### src/pkg/scs_clock_select_defs.vh
// Purpose: constants for the system clock select and failover block
// Assumes: 100 MHz sys_clk, word-aligned classic Wishbone register map
// Notes: frequencies are whole MHz; times are in ns
// Function
// - every reset selects the internal 8 MHz RC oscillator as the system clock source.
// - software may select the external 4-16 MHz source, which is monitored while in use.
// - a detected external failure switches the system clock back to the internal RC by itself.
// - an external failure raises the interrupt only when its enable bit is set.
// - a failure of the external source feeding the PLL is signalled as its own interrupt.
// - separate prescalers derive the system-bus, fast and slow peripheral-bus clocks.
// - the system-bus and fast peripheral-bus clocks never exceed 72 MHz.
// - the slow peripheral-bus clock stays within 36 MHz only with the system bus undivided.
// - with the internal RC feeding the PLL the system clock reaches at most 64 MHz.
// - USB is usable only with external oscillator and PLL on and a 48 MHz USB kernel clock.
// - a 1 us converter time needs the fast peripheral bus at 14, 28 or 56 MHz.
`ifndef SCS_CLOCK_SELECT_DEFS_VH
`define SCS_CLOCK_SELECT_DEFS_VH

// register byte offsets
`define SCS_REG_CTRL 6'h00
`define SCS_REG_PRESC 6'h04
`define SCS_REG_STATUS 6'h08
`define SCS_REG_IRQ_STAT 6'h0c
`define SCS_REG_IRQ_EN 6'h10
`define SCS_REG_IRQ_CLR 6'h14

// control fields
`define SCS_CTRL_SRC_LO 0
`define SCS_CTRL_SRC_HI 1
`define SCS_CTRL_PLL_EN 2
`define SCS_CTRL_PLL_EXT 3
`define SCS_CTRL_MUL_LO 4
`define SCS_CTRL_MUL_HI 7
`define SCS_CTRL_EXTF_LO 8
`define SCS_CTRL_EXTF_HI 12
`define SCS_CTRL_RESET 32'h0000_0890

// source codes
`define SCS_SRC_RC 2'h0
`define SCS_SRC_EXT 2'h1
`define SCS_SRC_PLL 2'h2

// interrupt bits
`define SCS_IRQ_EXT_FAIL 0
`define SCS_IRQ_PLL_FAIL 1
`define SCS_IRQ_SWITCHED 2

// frequencies in MHz
`define SCS_RC_MHZ 8'h08
`define SCS_RC_PLL_IN_MHZ 5'h04
`define SCS_EXT_MIN_MHZ 5'h04
`define SCS_EXT_MAX_MHZ 5'h10
`define SCS_FAST_MAX_MHZ 10'h048
`define SCS_SLOW_MAX_MHZ 10'h024
`define SCS_USB_MHZ 10'h030
`define SCS_ADC_A_MHZ 10'h00e
`define SCS_ADC_B_MHZ 10'h01c
`define SCS_ADC_C_MHZ 10'h038

// timing
`define SCS_CLK_PERIOD_NS 10
`define SCS_MON_TIMEOUT_NS 1000
`define SCS_MON_TIMEOUT_CYC (`SCS_MON_TIMEOUT_NS / `SCS_CLK_PERIOD_NS)
`define SCS_SW_GAP_NS 40
`define SCS_SW_GAP_CYC (`SCS_SW_GAP_NS / `SCS_CLK_PERIOD_NS)

`endif

### src/scs_clock_select.v
// Purpose: system clock source select with external-source failover and bus prescalers
// Assumes: oscillator activity arrives as asynchronous levels; one sys_clk domain
// Notes: the clock tree itself is steered by sysClkSrc and gate outputs plus bus enables
//
// Our own choices: the address map and the Wishbone slave port.
`timescale 1ns/1ps
`include "scs_clock_select_defs.vh"

module scs_clock_select (
  input wire sys_clk,
  input wire arst_n,
  input wire wb_cyc_i,
  input wire wb_stb_i,
  input wire wb_we_i,
  input wire [5:0] wb_adr_i,
  input wire [3:0] wb_sel_i,
  input wire [31:0] wb_dat_i,
  output wire [31:0] wb_dat_o,
  output wire wb_ack_o,
  input wire extOscIn,
  input wire pllLockIn,
  output wire [1:0] sysClkSrc,
  output wire sysClkGate,
  output wire pllEnable,
  output wire pllSrcExt,
  output wire [4:0] pllMul,
  output wire [2:0] busClkEn,
  output wire usbClkOk,
  output wire irq
);

  localparam [3:0] ST_RUN = 4'h1;
  localparam [3:0] ST_GATE = 4'h2;
  localparam [3:0] ST_WAIT = 4'h4;
  localparam [3:0] ST_OPEN = 4'h8;

  reg [31:0] ctrl_q;
  reg [8:0] presc_q;
  reg [2:0] irqStat_q;
  reg [2:0] irqEn_q;
  reg ack_q;
  reg [31:0] rdat_q;
  reg extSync1_q, extSync2_q, extPrev_q;
  reg lockSync1_q, lockSync2_q;
  reg [7:0] monCnt_q;
  reg extFail_q;
  reg [3:0] state_q;
  reg [1:0] actSrc_q;
  reg gate_q;
  reg [3:0] gapCnt_q;
  reg [2:0] busEn_q;

  wire busReq = wb_cyc_i & wb_stb_i & ~ack_q;
  wire wrReq = busReq & wb_we_i;
  wire [1:0] reqSrc = ctrl_q[`SCS_CTRL_SRC_HI:`SCS_CTRL_SRC_LO];
  wire pllEn = ctrl_q[`SCS_CTRL_PLL_EN];
  wire pllExt = ctrl_q[`SCS_CTRL_PLL_EXT];
  wire [4:0] extMhz = ctrl_q[`SCS_CTRL_EXTF_HI:`SCS_CTRL_EXTF_LO];
  wire [3:0] mulField = ctrl_q[`SCS_CTRL_MUL_HI:`SCS_CTRL_MUL_LO];

  // multiplier below 2 is not a legal PLL setting, so it is lifted to 2;
  // the top code stands for x16, the only way the 4 bit field can reach 64 MHz
  // from the halved rc, which keeps that ceiling reachable and not just a bound
  wire [4:0] mulEff = (mulField < 4'h2) ? 5'h02 :
                      (mulField == 4'hf) ? 5'h10 : {1'b0, mulField};
  // rc enters the PLL halved, so 4 MHz x 16 caps it at 64 MHz
  wire [4:0] pllInMhz = pllExt ? extMhz : `SCS_RC_PLL_IN_MHZ;
  wire [9:0] pllMhz = pllInMhz * mulEff;
  wire extUsed = (reqSrc == `SCS_SRC_EXT) | (pllEn & pllExt);
  wire extRangeOk = (extMhz >= `SCS_EXT_MIN_MHZ) & (extMhz <= `SCS_EXT_MAX_MHZ);
  wire pllOk = pllEn & lockSync2_q & (pllMhz <= `SCS_FAST_MAX_MHZ)
               & ~(pllExt & (extFail_q | ~extRangeOk));
  reg [1:0] tgtSrc;

  // target source: a failed or unusable source falls back to the rc
  always @* begin
    tgtSrc = `SCS_SRC_RC;
    case (reqSrc)
      `SCS_SRC_EXT: tgtSrc = (extFail_q | ~extRangeOk) ? `SCS_SRC_RC : `SCS_SRC_EXT;
      `SCS_SRC_PLL: tgtSrc = pllOk ? `SCS_SRC_PLL : `SCS_SRC_RC;
      default: tgtSrc = `SCS_SRC_RC;
    endcase
  end

  // frequency of the running source and of each bus
  wire [9:0] sysMhz = (actSrc_q == `SCS_SRC_PLL) ? pllMhz :
                      (actSrc_q == `SCS_SRC_EXT) ? {5'h00, extMhz} : {2'h0, `SCS_RC_MHZ};
  wire [9:0] ahbMhz = sysMhz >> presc_q[2:0];
  wire [9:0] fastMhz = ahbMhz >> presc_q[5:3];
  // slow bus divider raised by one step when software leaves it too fast;
  // a silent raise beats a slow bus running over its ceiling, but software
  // reading the status word sees the raised divider applied to the system bus, while the slow enable divides sys_clk
  wire [2:0] slowShift = (((ahbMhz >> presc_q[8:6]) > `SCS_SLOW_MAX_MHZ) & (presc_q[8:6] != 3'h7))
                         ? (presc_q[8:6] + 3'h1) : presc_q[8:6];
  wire [9:0] slowMhz = ahbMhz >> slowShift;
  // usb is only flagged when the external source really feeds a locked PLL at 48 MHz
  wire usbOk = extUsed & ~extFail_q & pllOk & pllExt & (pllMhz == `SCS_USB_MHZ);
  // converter timing only holds at these three fast bus rates
  wire adcOk = (fastMhz == `SCS_ADC_A_MHZ) | (fastMhz == `SCS_ADC_B_MHZ)
               | (fastMhz == `SCS_ADC_C_MHZ);

  // oscillator activity and lock come from outside: two flops first
  always @(posedge sys_clk or negedge arst_n) begin
    if (!arst_n) begin
      extSync1_q <= 1'b0;
      extSync2_q <= 1'b0;
      extPrev_q <= 1'b0;
      lockSync1_q <= 1'b0;
      lockSync2_q <= 1'b0;
    end else begin
      extSync1_q <= extOscIn;
      extSync2_q <= extSync1_q;
      extPrev_q <= extSync2_q;
      lockSync1_q <= pllLockIn;
      lockSync2_q <= lockSync1_q;
    end
  end

  // failure monitor: no edge within the timeout while the source is in use.
  // the timeout is far longer than the slowest legal oscillator half period,
  // so a live source never trips it; a source stuck at either level does.
  // the counter is held at zero while the source is unused, so switching to it
  // always starts a fresh window rather than inheriting a stale count
  wire extEdge = extSync2_q ^ extPrev_q;
  wire monHit = extUsed & ~extFail_q & ~extEdge
                & (monCnt_q == (`SCS_MON_TIMEOUT_CYC - 1));
  wire failClr = wrReq & (wb_adr_i == `SCS_REG_IRQ_CLR) & wb_sel_i[0] & wb_dat_i[`SCS_IRQ_EXT_FAIL];
  always @(posedge sys_clk or negedge arst_n) begin
    if (!arst_n) begin
      monCnt_q <= 8'h00;
      extFail_q <= 1'b0;
    end else begin
      if (!extUsed || extEdge || extFail_q)
        monCnt_q <= 8'h00;
      else if (!monHit)
        monCnt_q <= monCnt_q + 8'h01;
      // failure holds the source off until software clears the event
      if (monHit)
        extFail_q <= 1'b1;
      else if (failClr)
        extFail_q <= 1'b0;
    end
  end

  // break-before-make switch: gate closes, settles, source moves, gate reopens.
  // the gate is closed for both gaps, so no shortened pulse of either source
  // can leak out; the cost is about ten cycles with no clock at each switch.
  // a target that changes during the first gap is taken up at the move; a later change waits for the next pass
  always @(posedge sys_clk or negedge arst_n) begin
    if (!arst_n) begin
      state_q <= ST_RUN;
      actSrc_q <= `SCS_SRC_RC;
      gate_q <= 1'b1;
      gapCnt_q <= 4'h0;
    end else begin
      case (state_q)
        ST_RUN: begin
          if (tgtSrc != actSrc_q) begin
            gate_q <= 1'b0;
            gapCnt_q <= 4'h0;
            state_q <= ST_GATE;
          end
        end
        ST_GATE: begin
          if (gapCnt_q == (`SCS_SW_GAP_CYC - 1)) begin
            actSrc_q <= tgtSrc;
            gapCnt_q <= 4'h0;
            state_q <= ST_WAIT;
          end else
            gapCnt_q <= gapCnt_q + 4'h1;
        end
        ST_WAIT: begin
          // second quiet gap lets the new source settle before it is passed on
          if (gapCnt_q == (`SCS_SW_GAP_CYC - 1))
            state_q <= ST_OPEN;
          else
            gapCnt_q <= gapCnt_q + 4'h1;
        end
        ST_OPEN: begin
          gate_q <= 1'b1;
          state_q <= ST_RUN;
        end
        default: begin
          state_q <= ST_RUN;
          gate_q <= 1'b1;
        end
      endcase
    end
  end

  // per-bus divider enables, one pulse every 2^shift cycles, held while gated.
  // the enables are cleared on the same edge that closes the gate, so no bus
  // sees a last pulse while the clock is already shut off
  wire gateClosing = (state_q == ST_RUN) & (tgtSrc != actSrc_q);
  wire [8:0] busShift = {slowShift, presc_q[2:0] + presc_q[5:3], presc_q[2:0]};
  genvar gi;
  generate
    for (gi = 0; gi < 3; gi = gi + 1) begin : gBus
      reg [7:0] divCnt_q;
      wire [2:0] shiftI = busShift[gi*3+2:gi*3];
      wire [7:0] lastCnt = (8'h01 << shiftI) - 8'h01;
      always @(posedge sys_clk or negedge arst_n) begin
        if (!arst_n) begin
          divCnt_q <= 8'h00;
          busEn_q[gi] <= 1'b0;
        end else if (!gate_q || gateClosing) begin
          divCnt_q <= 8'h00;
          busEn_q[gi] <= 1'b0;
        end else begin
          divCnt_q <= (divCnt_q >= lastCnt) ? 8'h00 : divCnt_q + 8'h01;
          busEn_q[gi] <= (divCnt_q >= lastCnt);
        end
      end
    end
  endgenerate

  // events: set wins over a clear in the same cycle, so a failure that lands
  // while software clears an older one is never lost.
  // the PLL event is the external failure seen while that source feeds the PLL
  wire [2:0] evt;
  assign evt[`SCS_IRQ_EXT_FAIL] = monHit;
  assign evt[`SCS_IRQ_PLL_FAIL] = monHit & pllEn & pllExt;
  assign evt[`SCS_IRQ_SWITCHED] = (state_q == ST_OPEN);
  wire [2:0] clrMask = (wrReq && (wb_adr_i == `SCS_REG_IRQ_CLR) && wb_sel_i[0])
                       ? wb_dat_i[2:0] : 3'h0;
  always @(posedge sys_clk or negedge arst_n) begin
    if (!arst_n)
      irqStat_q <= 3'h0;
    else
      irqStat_q <= (irqStat_q & ~clrMask) | evt;
  end

  // register writes, byte lanes honoured; status and event words ignore writes
  always @(posedge sys_clk or negedge arst_n) begin
    if (!arst_n) begin
      ctrl_q <= `SCS_CTRL_RESET;
      presc_q <= 9'h000;
      irqEn_q <= 3'h0;
    end else if (wrReq) begin
      case (wb_adr_i)
        `SCS_REG_CTRL: begin
          if (wb_sel_i[0])
            ctrl_q[7:0] <= wb_dat_i[7:0];
          if (wb_sel_i[1])
            ctrl_q[12:8] <= wb_dat_i[12:8];
        end
        `SCS_REG_PRESC: begin
          if (wb_sel_i[0])
            presc_q[7:0] <= wb_dat_i[7:0];
          if (wb_sel_i[1])
            presc_q[8] <= wb_dat_i[8];
        end
        `SCS_REG_IRQ_EN: begin
          if (wb_sel_i[0])
            irqEn_q <= wb_dat_i[2:0];
        end
        default: ;
      endcase
    end
  end

  // one-cycle ack per access; unmapped reads return zero
  always @(posedge sys_clk or negedge arst_n) begin
    if (!arst_n) begin
      ack_q <= 1'b0;
      rdat_q <= 32'h0000_0000;
    end else begin
      ack_q <= busReq;
      if (busReq && !wb_we_i) begin
        case (wb_adr_i)
          `SCS_REG_CTRL: rdat_q <= {19'h00000, ctrl_q[12:0]};
          `SCS_REG_PRESC: rdat_q <= {23'h000000, presc_q};
          `SCS_REG_STATUS: rdat_q <= {sysMhz[7:0], slowMhz[7:0], 8'h00, gate_q, adcOk,
                                      usbOk, extFail_q, lockSync2_q, extUsed, actSrc_q};
          `SCS_REG_IRQ_STAT: rdat_q <= {29'h00000000, irqStat_q};
          `SCS_REG_IRQ_EN: rdat_q <= {29'h00000000, irqEn_q};
          default: rdat_q <= 32'h0000_0000;
        endcase
      end
    end
  end

  assign wb_ack_o = ack_q;
  assign wb_dat_o = rdat_q;
  assign sysClkSrc = actSrc_q;
  assign sysClkGate = gate_q;
  assign pllEnable = pllEn;
  assign pllSrcExt = pllExt;
  assign pllMul = mulEff;
  assign busClkEn = busEn_q;
  assign usbClkOk = usbOk;
  assign irq = |(irqStat_q & irqEn_q);

endmodule // scs_clock_select

### config.mk
export PLATFORM = sky130hd
export DESIGN_NAME = scs_clock_select
export DESIGN_NICKNAME = d
export VERILOG_FILES = /design/src/scs_clock_select.v
export VERILOG_INCLUDE_DIRS = /design/src /design/src/pkg
export SDC_FILE = /design/constraint.sdc
export NUM_CORES = 1
export LEC_CHECK = 0
export ABC_AREA = 1
export BUFFER_PORTS_ARGS = -buffer_cell sky130_fd_sc_hd__buf_4
export CAP_MARGIN = 40
export CORE_ASPECT_RATIO = 0.9
export CORE_MARGIN = 2
export CORE_UTILIZATION = 35
export CTS_CLUSTER_DIAMETER = 40
export DETAILED_ROUTE_END_ITERATION = 10
export PLACE_DENSITY = 0.51
export SYNTH_ARGS = -nofsm -noshare
export SYNTH_HDL_FRONTEND = slang
export SYNTH_SLANG_ARGS = --single-unit
### constraint.sdc
create_clock -name sys_clk -period 11.9 [get_ports sys_clk]
set_input_delay 2.38 -clock sys_clk [delete_from_list [all_inputs] [get_ports sys_clk]]
set_output_delay 2.38 -clock sys_clk [all_outputs]
set_load 0.01 [all_outputs]
==> results of run 1 <==
## worst register-to-register path: cells and delay by family, from the launching register on
kind	cells	cell delay, ps
buf+inv	5	570
compound gates	7	1490
fa+ha+maj	6	2430
flops	1	580
simple gates	27	3140
## synth_stat cells, types with 10 or more instances
library cell    n
clkbuf_1       12
nor2_1        103
nand3_1       114
a21oi_1        40
xor2_1         18
fa_1           10
nand2_1       255
dfrtp_1       105
o21ai_0        82
ha_1           55
nand2_2        16
nand4_1        18
nor3_1         15
inv_1         138
o21ai_1        10
## registers in the layout (all words and copies together), names as in the netlist, 2 cells and up
signal         count
state_q            4
busClkEn           3
presc_q            9
irqEn_q            3
wb_dat_o          29
gBus.divCnt_q     24
gapCnt_q           4
irqStat_q          3
sysClkSrc          2
ctrl_q            11
monCnt_q           8
## through the flow
step | power, mW | worst slack, ps
finish | 0.962 | 3610
global route | 1.03 | 2820
CTS | 0.978 | 3580
detailed placement | 0.657 | 3610
global placement | 0.655 | 3610
floorplan | 0.590 | 4950
## power by group
part	switching, mW	internal [mW]
combinational	0.128	0.0931
sequential	0.0268	0.400
clock	0.165	0.150
total	0.319	0.643
## logic make-up (layout without fill, tap and decap cells)
group,count (synthesis),in the layout
and+or+nand+nor,566,566
buffers and inverters,175,239
AOI/OAI and AO/OA,173,173
DFF,110,110
adders and majority gates,65,65
xor gates and xnor gates,25,25
other,2,6
## how the worst max path moves through the flow
stage,startpoint,to,slack [ps],cells after the start
2_1_floorplan,ctrl_q[7],gBus[2].divCnt_q[5],4950,43
3_3_place_gp,ctrl_q[7],gBus[2].divCnt_q[5],3610,45
3_5_place_dp,ctrl_q[7],gBus[2].divCnt_q[5],3610,45
4_1_cts,ctrl_q[7],gBus[2].divCnt_q[5],3580,45
5_1_grt,ctrl_q[4],gBus[2].divCnt_q[5],2820,45
6_report,ctrl_q[4],gBus[2].divCnt_q[5],3610,45
## metal layers
layer	track usage (%)	share of wire, %	vias to the layer above
met3	3.46	4.3	17
li1	-	-	3809
met2	29.3	44	152
met4	3.57	1.2	0
met5	0	0	-
met1	27.1	51	3467
## layout by cell type (no fill, tap or decap), types with 6 or more instances in the layout
master	instances
xor2_1	18
clkbuf_16	9
buf_4	75
a21oi_1	40
inv_2	6
o22ai_1	6
conb_1	6
nand2_2	16
xnor2_1	7
nand3b_1	7
nand4_1	18
nor3_1	15
nand3_1	114
fa_1	10
ha_1	55
nor4_1	7
o21ai_1	10
nand2_4	6
nor2_1	103
o21ai_0	82
nand2_1	255
dfrtp_1	105
inv_1	138
nand3_2	8
## layout make-up
type | instances | share of cell area, %
inverter | 147 | 5.96
tap | 297 | 4.01
multi-input combinational | 835 | 50.6
sequential | 110 | 29.8
timing repair buffer | 76 | 6.30
clock inverter | 7 | 0.892
clock buffer | 9 | 2.43
==> impl_metrics.py, run 1 <==
metrics = {
    "grt": {
        "globalRouteOverflowTotal": 0,
        "grt_usage_pct": 18.7,
        "grt_pass1_wl_um": 36300,
        "grt_max_degree": 43,
        "first_global_vias": 7007,
        "antenna_found_initial": 0,
    },
    "layout": {
        "design_area_um2": 9260,
        "num-fill-cells": 2433,
        "utilization_pct": 40.9,
        "multi_input_area_um2": 4680,
        "final_net_count": 1293,
        "diodes": 0,
        "seq_area_um2": 2760,
        "area_delta_synth_final_pct": 13.9,
        "instances_no_fill": 1481,
        "layout-drive-gt1-share_pct": 12.1,
    },
    "clock_network": {
        "cts_setup_buffers": 0,
        "clock_path_buffers": 2,
        "cts_root_buf": "clkbuf_16",
        "cts_num_sinks": 110,
        "clk_latency_ps": 370,
        "cts_tree": "done",
        "cts_hold_buf": 0,
        "cts.htree.levels": 3,
        "cts_resized": 0,
        "path_clk_slew_ps": 90,
        "numCtsBuffers": 9,
    },
    "synthesis": {
        "synth.top_cells.by_area": "dfrtp_1 (32%), nand2_1 (12%), ha_1 (8.5%), nand3_1 (7.0%), inv_1 (6.4%)",
        "synth_async_sr_flop_share_pct": 100,
        "synthCells": 1116,
        "yosysWarnings": 0,
        "synth_fa_ha_area_share_pct": 10.9,
        "yosysTopAreaCell": "dfrtp_1",
        "ys_seq_area_share_pct": 34.0,
        "synth_top_family_by_area": "simple AND/OR/NAND/NOR gates",
        "syn_area_per_cell_um2": 7.28,
        "netlist_area_um2": 8130,
        "synth_mux_area_share_pct": 0,
        "synth_top_flop_cell": "dfrtp_1",
        "synth_compound_area_share_pct": 12.0,
        "synth_xor_area_share_pct": 2.69,
        "synth-simple-area-share_pct": 31.8,
        "synth_edf_count": 0,
        "synth.distinct_cells": 53,
        "ys_ff_latch": 110,
        "synth_top_area_share_pct": 32.3,
    },
    "routing": {
        "detail-route-antenna-nets": 0,
        "viasPerCell": 5.03,
        "drc_errors": 0,
        "drt-pass1-iter-count": 5,
        "drt_iter0_drc": 452,
        "routed_wl_um": 21800,
        "wl_per_cell_um": 14.8,
        "vias": 7445,
    },
    "setup_path": {
        "cp_data_arrival_time_ps": 8580,
        "reg2reg_depth": 45,
        "reg2reg_to": "gBus[2].divCnt_q[5]",
        "critPathSlowestCell": "dfstp_2",
        "rrSetupSlack_ps": 3610,
        "critPathMaxStageDelay_ps": 580,
        "r2r-start": "ctrl_q[4]",
        "cp_max_fo": 12,
        "crit_required_ps": 12180,
        "critical-path-top-delay-family": "simple AND/OR/NAND/NOR gates",
        "critPathMostFrequentCell": "nand2_1",
        "cp-end-kind": "flop",
        "crit_type": "reg2reg",
        "start_kind": "flop",
        "crit_buf_inv": 5,
    },
    "timing": {
        "relSlewSlack_pct": 46.3,
        "rsz0062_at_grt": "no",
        "max_freq_mhz": 121,
        "hold_ws_ps": 356,
        "drv_slew": 0,
        "skew_ps": 13.9,
        "setup_viol": 0,
        "min_period_over_period_pct": 69.7,
        "min_period_ps": 8290,
        "finalSetupTns_ps": 0,
        "hold_viol": 0,
        "worst_pin_slew_ps": 803,
    },
    "worst_hold_path": {
        "hold-path-cell-count": 0,
        "hold-path-endpoint": "extSync2_q",
        "holdCritPathClass": "reg2reg",
        "min-delay-start": "extSync1_q",
    },
    "pwr": {
        "leakagePower_nw": 4.62,
        "peakVddDrop_mv": 0.0801,
        "powerDensity_nw_per_um2": 104,
    },
    "placement": {
        "dp.cells": 1465,
        "place_area_um2": 8950,
        "post-dp-hpwl_um": 17100,
        "port_buffers": 72,
        "gp_congestion": 0.868,
    },
    "floorplan": {
        "rows": 52,
        "start_util_pct": 35.9,
        "dieHeight_um": 149,
        "dieArea_um2": 24500,
        "core_area_um2": 22600,
        "die_w_um": 165,
        "num_io_pins": 97,
    },
    "run_status": {
        "status": "finished clean",
    },
    "run": {
        "cap_violations": 0,
    },
}
No activity file was read; power rests on OpenSTA's default activity.
==> inputs of run 2 (changes only) <==
==> constraint.sdc (replaced) <==
create_clock -name sys_clk -period 8.7 [get_ports sys_clk]
set_input_delay 1.74 -clock sys_clk [delete_from_list [all_inputs] [get_ports sys_clk]]
set_output_delay 1.74 -clock sys_clk [all_outputs]
set_load 0.01 [all_outputs]
==> run 2 against run 1 <==
Effect of this change:
- clock skew down 5.0 ps
- non-clock buffer count up 3
- largest power group unchanged
- routed wire length is 0.53% higher
- setup slack lost 2800 ps
- die area is the same
- critical path depth up 3
- largest cell class unchanged
- global-route usage grew 0.13 points
- flip-flop and latch count did not move
- final cell count rose by 0.20%
- clock power rose by 39%
==> impl_metrics.py, run 2 (synthesis gave the netlist of run 1 again) <==
metrics = {
    "grt": {
        "grt_pass1_wl_um": 36600,
        "globalRouteOverflowTotal": 0,
        "grt_usage_pct": 18.8,
        "first_global_vias": 7107,
        "grt_max_degree": 45,
        "antenna_found_initial": 0,
    },
    "routing": {
        "viasPerCell": 5.00,
        "drt_iter0_drc": 541,
        "routed_wl_um": 22000,
        "detail-route-antenna-nets": 0,
        "drc_errors": 0,
        "vias": 7419,
        "wl_per_cell_um": 14.8,
        "drt-pass1-iter-count": 5,
    },
    "timing": {
        "min_period_ps": 7920,
        "skew_ps": 8.94,
        "drv_slew": 0,
        "hold_viol": 0,
        "finalSetupTns_ps": 0,
        "max_freq_mhz": 126,
        "setup_viol": 0,
        "rsz0062_at_grt": "no",
        "relSlewSlack_pct": 41.5,
        "worst_pin_slew_ps": 875,
        "min_period_over_period_pct": 91.0,
    },
    "layout": {
        "area_delta_synth_final_pct": 14.7,
        "diodes": 0,
        "final_net_count": 1296,
        "layout_commonest_cell": "nand2_1",
        "largest_reg_flops": 29,
        "mostFrequentLayoutCells": "nand2_1 (255), inv_1 (138), nand3_1 (114), dfrtp_1 (105), nor2_1 (102)",
        "utilization_pct": 41.2,
        "layout-drive-gt1-share_pct": 12.5,
    },
    "setup_path": {
        "critPathMaxStageDelay_ps": 570,
        "crit_required_ps": 8980,
        "critical-path-top-delay-family": "simple AND/OR/NAND/NOR gates",
        "cp-end-kind": "flop",
        "crit_type": "reg2reg",
        "crit_buf_inv": 7,
        "critPathMostFrequentCell": "nand2_1",
        "critPathSlowestCell": "dfstp_2",
        "cp_max_fo": 12,
        "start_kind": "flop",
        "cp_data_arrival_time_ps": 8190,
    },
    "pwr": {
        "leakagePower_nw": 4.64,
        "switchingPower_mw": 0.437,
        "powerDensity_nw_per_um2": 143,
        "combinationalPowerShare_pct": 23.1,
        "p_clk_share_pct": 33.0,
        "sw_frac_of_total_pct": 32.9,
        "p_int_mw": 0.891,
        "peakVddDrop_mv": 0.0951,
        "power.share.sequential_pct": 43.9,
    },
    "clock_network": {
        "clk_latency_ps": 360,
        "cts_setup_buffers": 0,
        "clock_path_buffers": 2,
        "path_clk_slew_ps": 90,
        "cts.htree.levels": 3,
        "cts_root_buf": "clkbuf_16",
        "cts_hold_buf": 0,
        "cts_num_sinks": 110,
        "cts_resized": 0,
        "numCtsBuffers": 9,
        "cts_tree": "done",
    },
    "floorplan": {
        "die_w_um": 165,
        "dieHeight_um": 149,
        "rows": 52,
        "dieArea_um2": 24500,
        "core_area_um2": 22600,
        "start_util_pct": 35.9,
        "num_io_pins": 97,
    },
    "worst_hold_path": {
        "holdCritPathClass": "reg2reg",
    },
    "placement": {
        "port_buffers": 72,
        "post-dp-hpwl_um": 17100,
        "gp_congestion": 0.883,
    },
    "run": {
        "cap_violations": 0,
    },
    "run_status": {
        "status": "finished clean",
    },
}
[run 2: cell types whose count changed in the layout (fill, tap and decap cells not counted), sizes merged]
cell,before,now
inv,145,146
clkbuf,9,10
buf,76,79
clkinv,9,7
[run 2: stage by stage]
| stage | cell area (um2) | std cells | hold slack [ps] | total power, mW | worst slack, ps |
|---|---|---|---|---|---|
| final | 9320 | 1484 | 354 | 1.33 | 785 |
| after global routing | 9320 | 1484 | 362 | 1.42 | 19.2 |
| after CTS | 9290 | 1484 | 359 | 1.35 | 551 |
| after detailed placement | 8970 | 1468 | 337 | 0.904 | 572 |
| after global placement | 8950 | 1467 | 335 | 0.898 | 615 |
| after floorplan | 8140 | 1120 | 331 | 0.807 | 1750 |
[run 2: cell type report]
class,count,area [um2]
clock buffer,10,239
clock inverter,6,77.6
fill,2412,13300
inverter,147,557
multi-input combinational,835,4710
sequential,110,2760
tap,297,372
timing repair buffer,79,606
[run 2: power by group through the flow]
stage / Clock (mW) / Combinational (mW) / Sequential [mW]
5_1_grt: 0.474 / 0.362 / 0.589
6_report: 0.438 / 0.307 / 0.583
4_1_cts: 0.455 / 0.312 / 0.584
2_1_floorplan: 0 / 0.221 / 0.585
3_3_place_gp: 0 / 0.305 / 0.594
3_5_place_dp: 0 / 0.311 / 0.593
[run 2: worst paths after layout]
| check | endpoint | slack, ps | depth (start not counted) | startpoint |
|---|---|---|---|---|
| max reg2reg | gBus[2].divCnt_q[5] | 780 | 48 | ctrl_q[4] |
| min reg2reg | extSync2_q | 350 | 0 | extSync1_q |
| min | extSync2_q | 350 | 0 | extSync1_q |
| max in group asynchronous | ctrl_q[4] | 6160 | 3 | arst_n |
| max | gBus[2].divCnt_q[5] | 780 | 48 | ctrl_q[4] |
| min in group asynchronous | gBus[0].divCnt_q[3] | 1370 | 1 | arst_n |
[run 2: layer usage]
layer  up-vias  track usage, %  routed length (um)
met5         -               0                   0
met4         0            3.09                 228
met3        15            3.26                 866
met2       145            29.4                9720
met1      3440            27.7               11100
li1       3819               -                   -
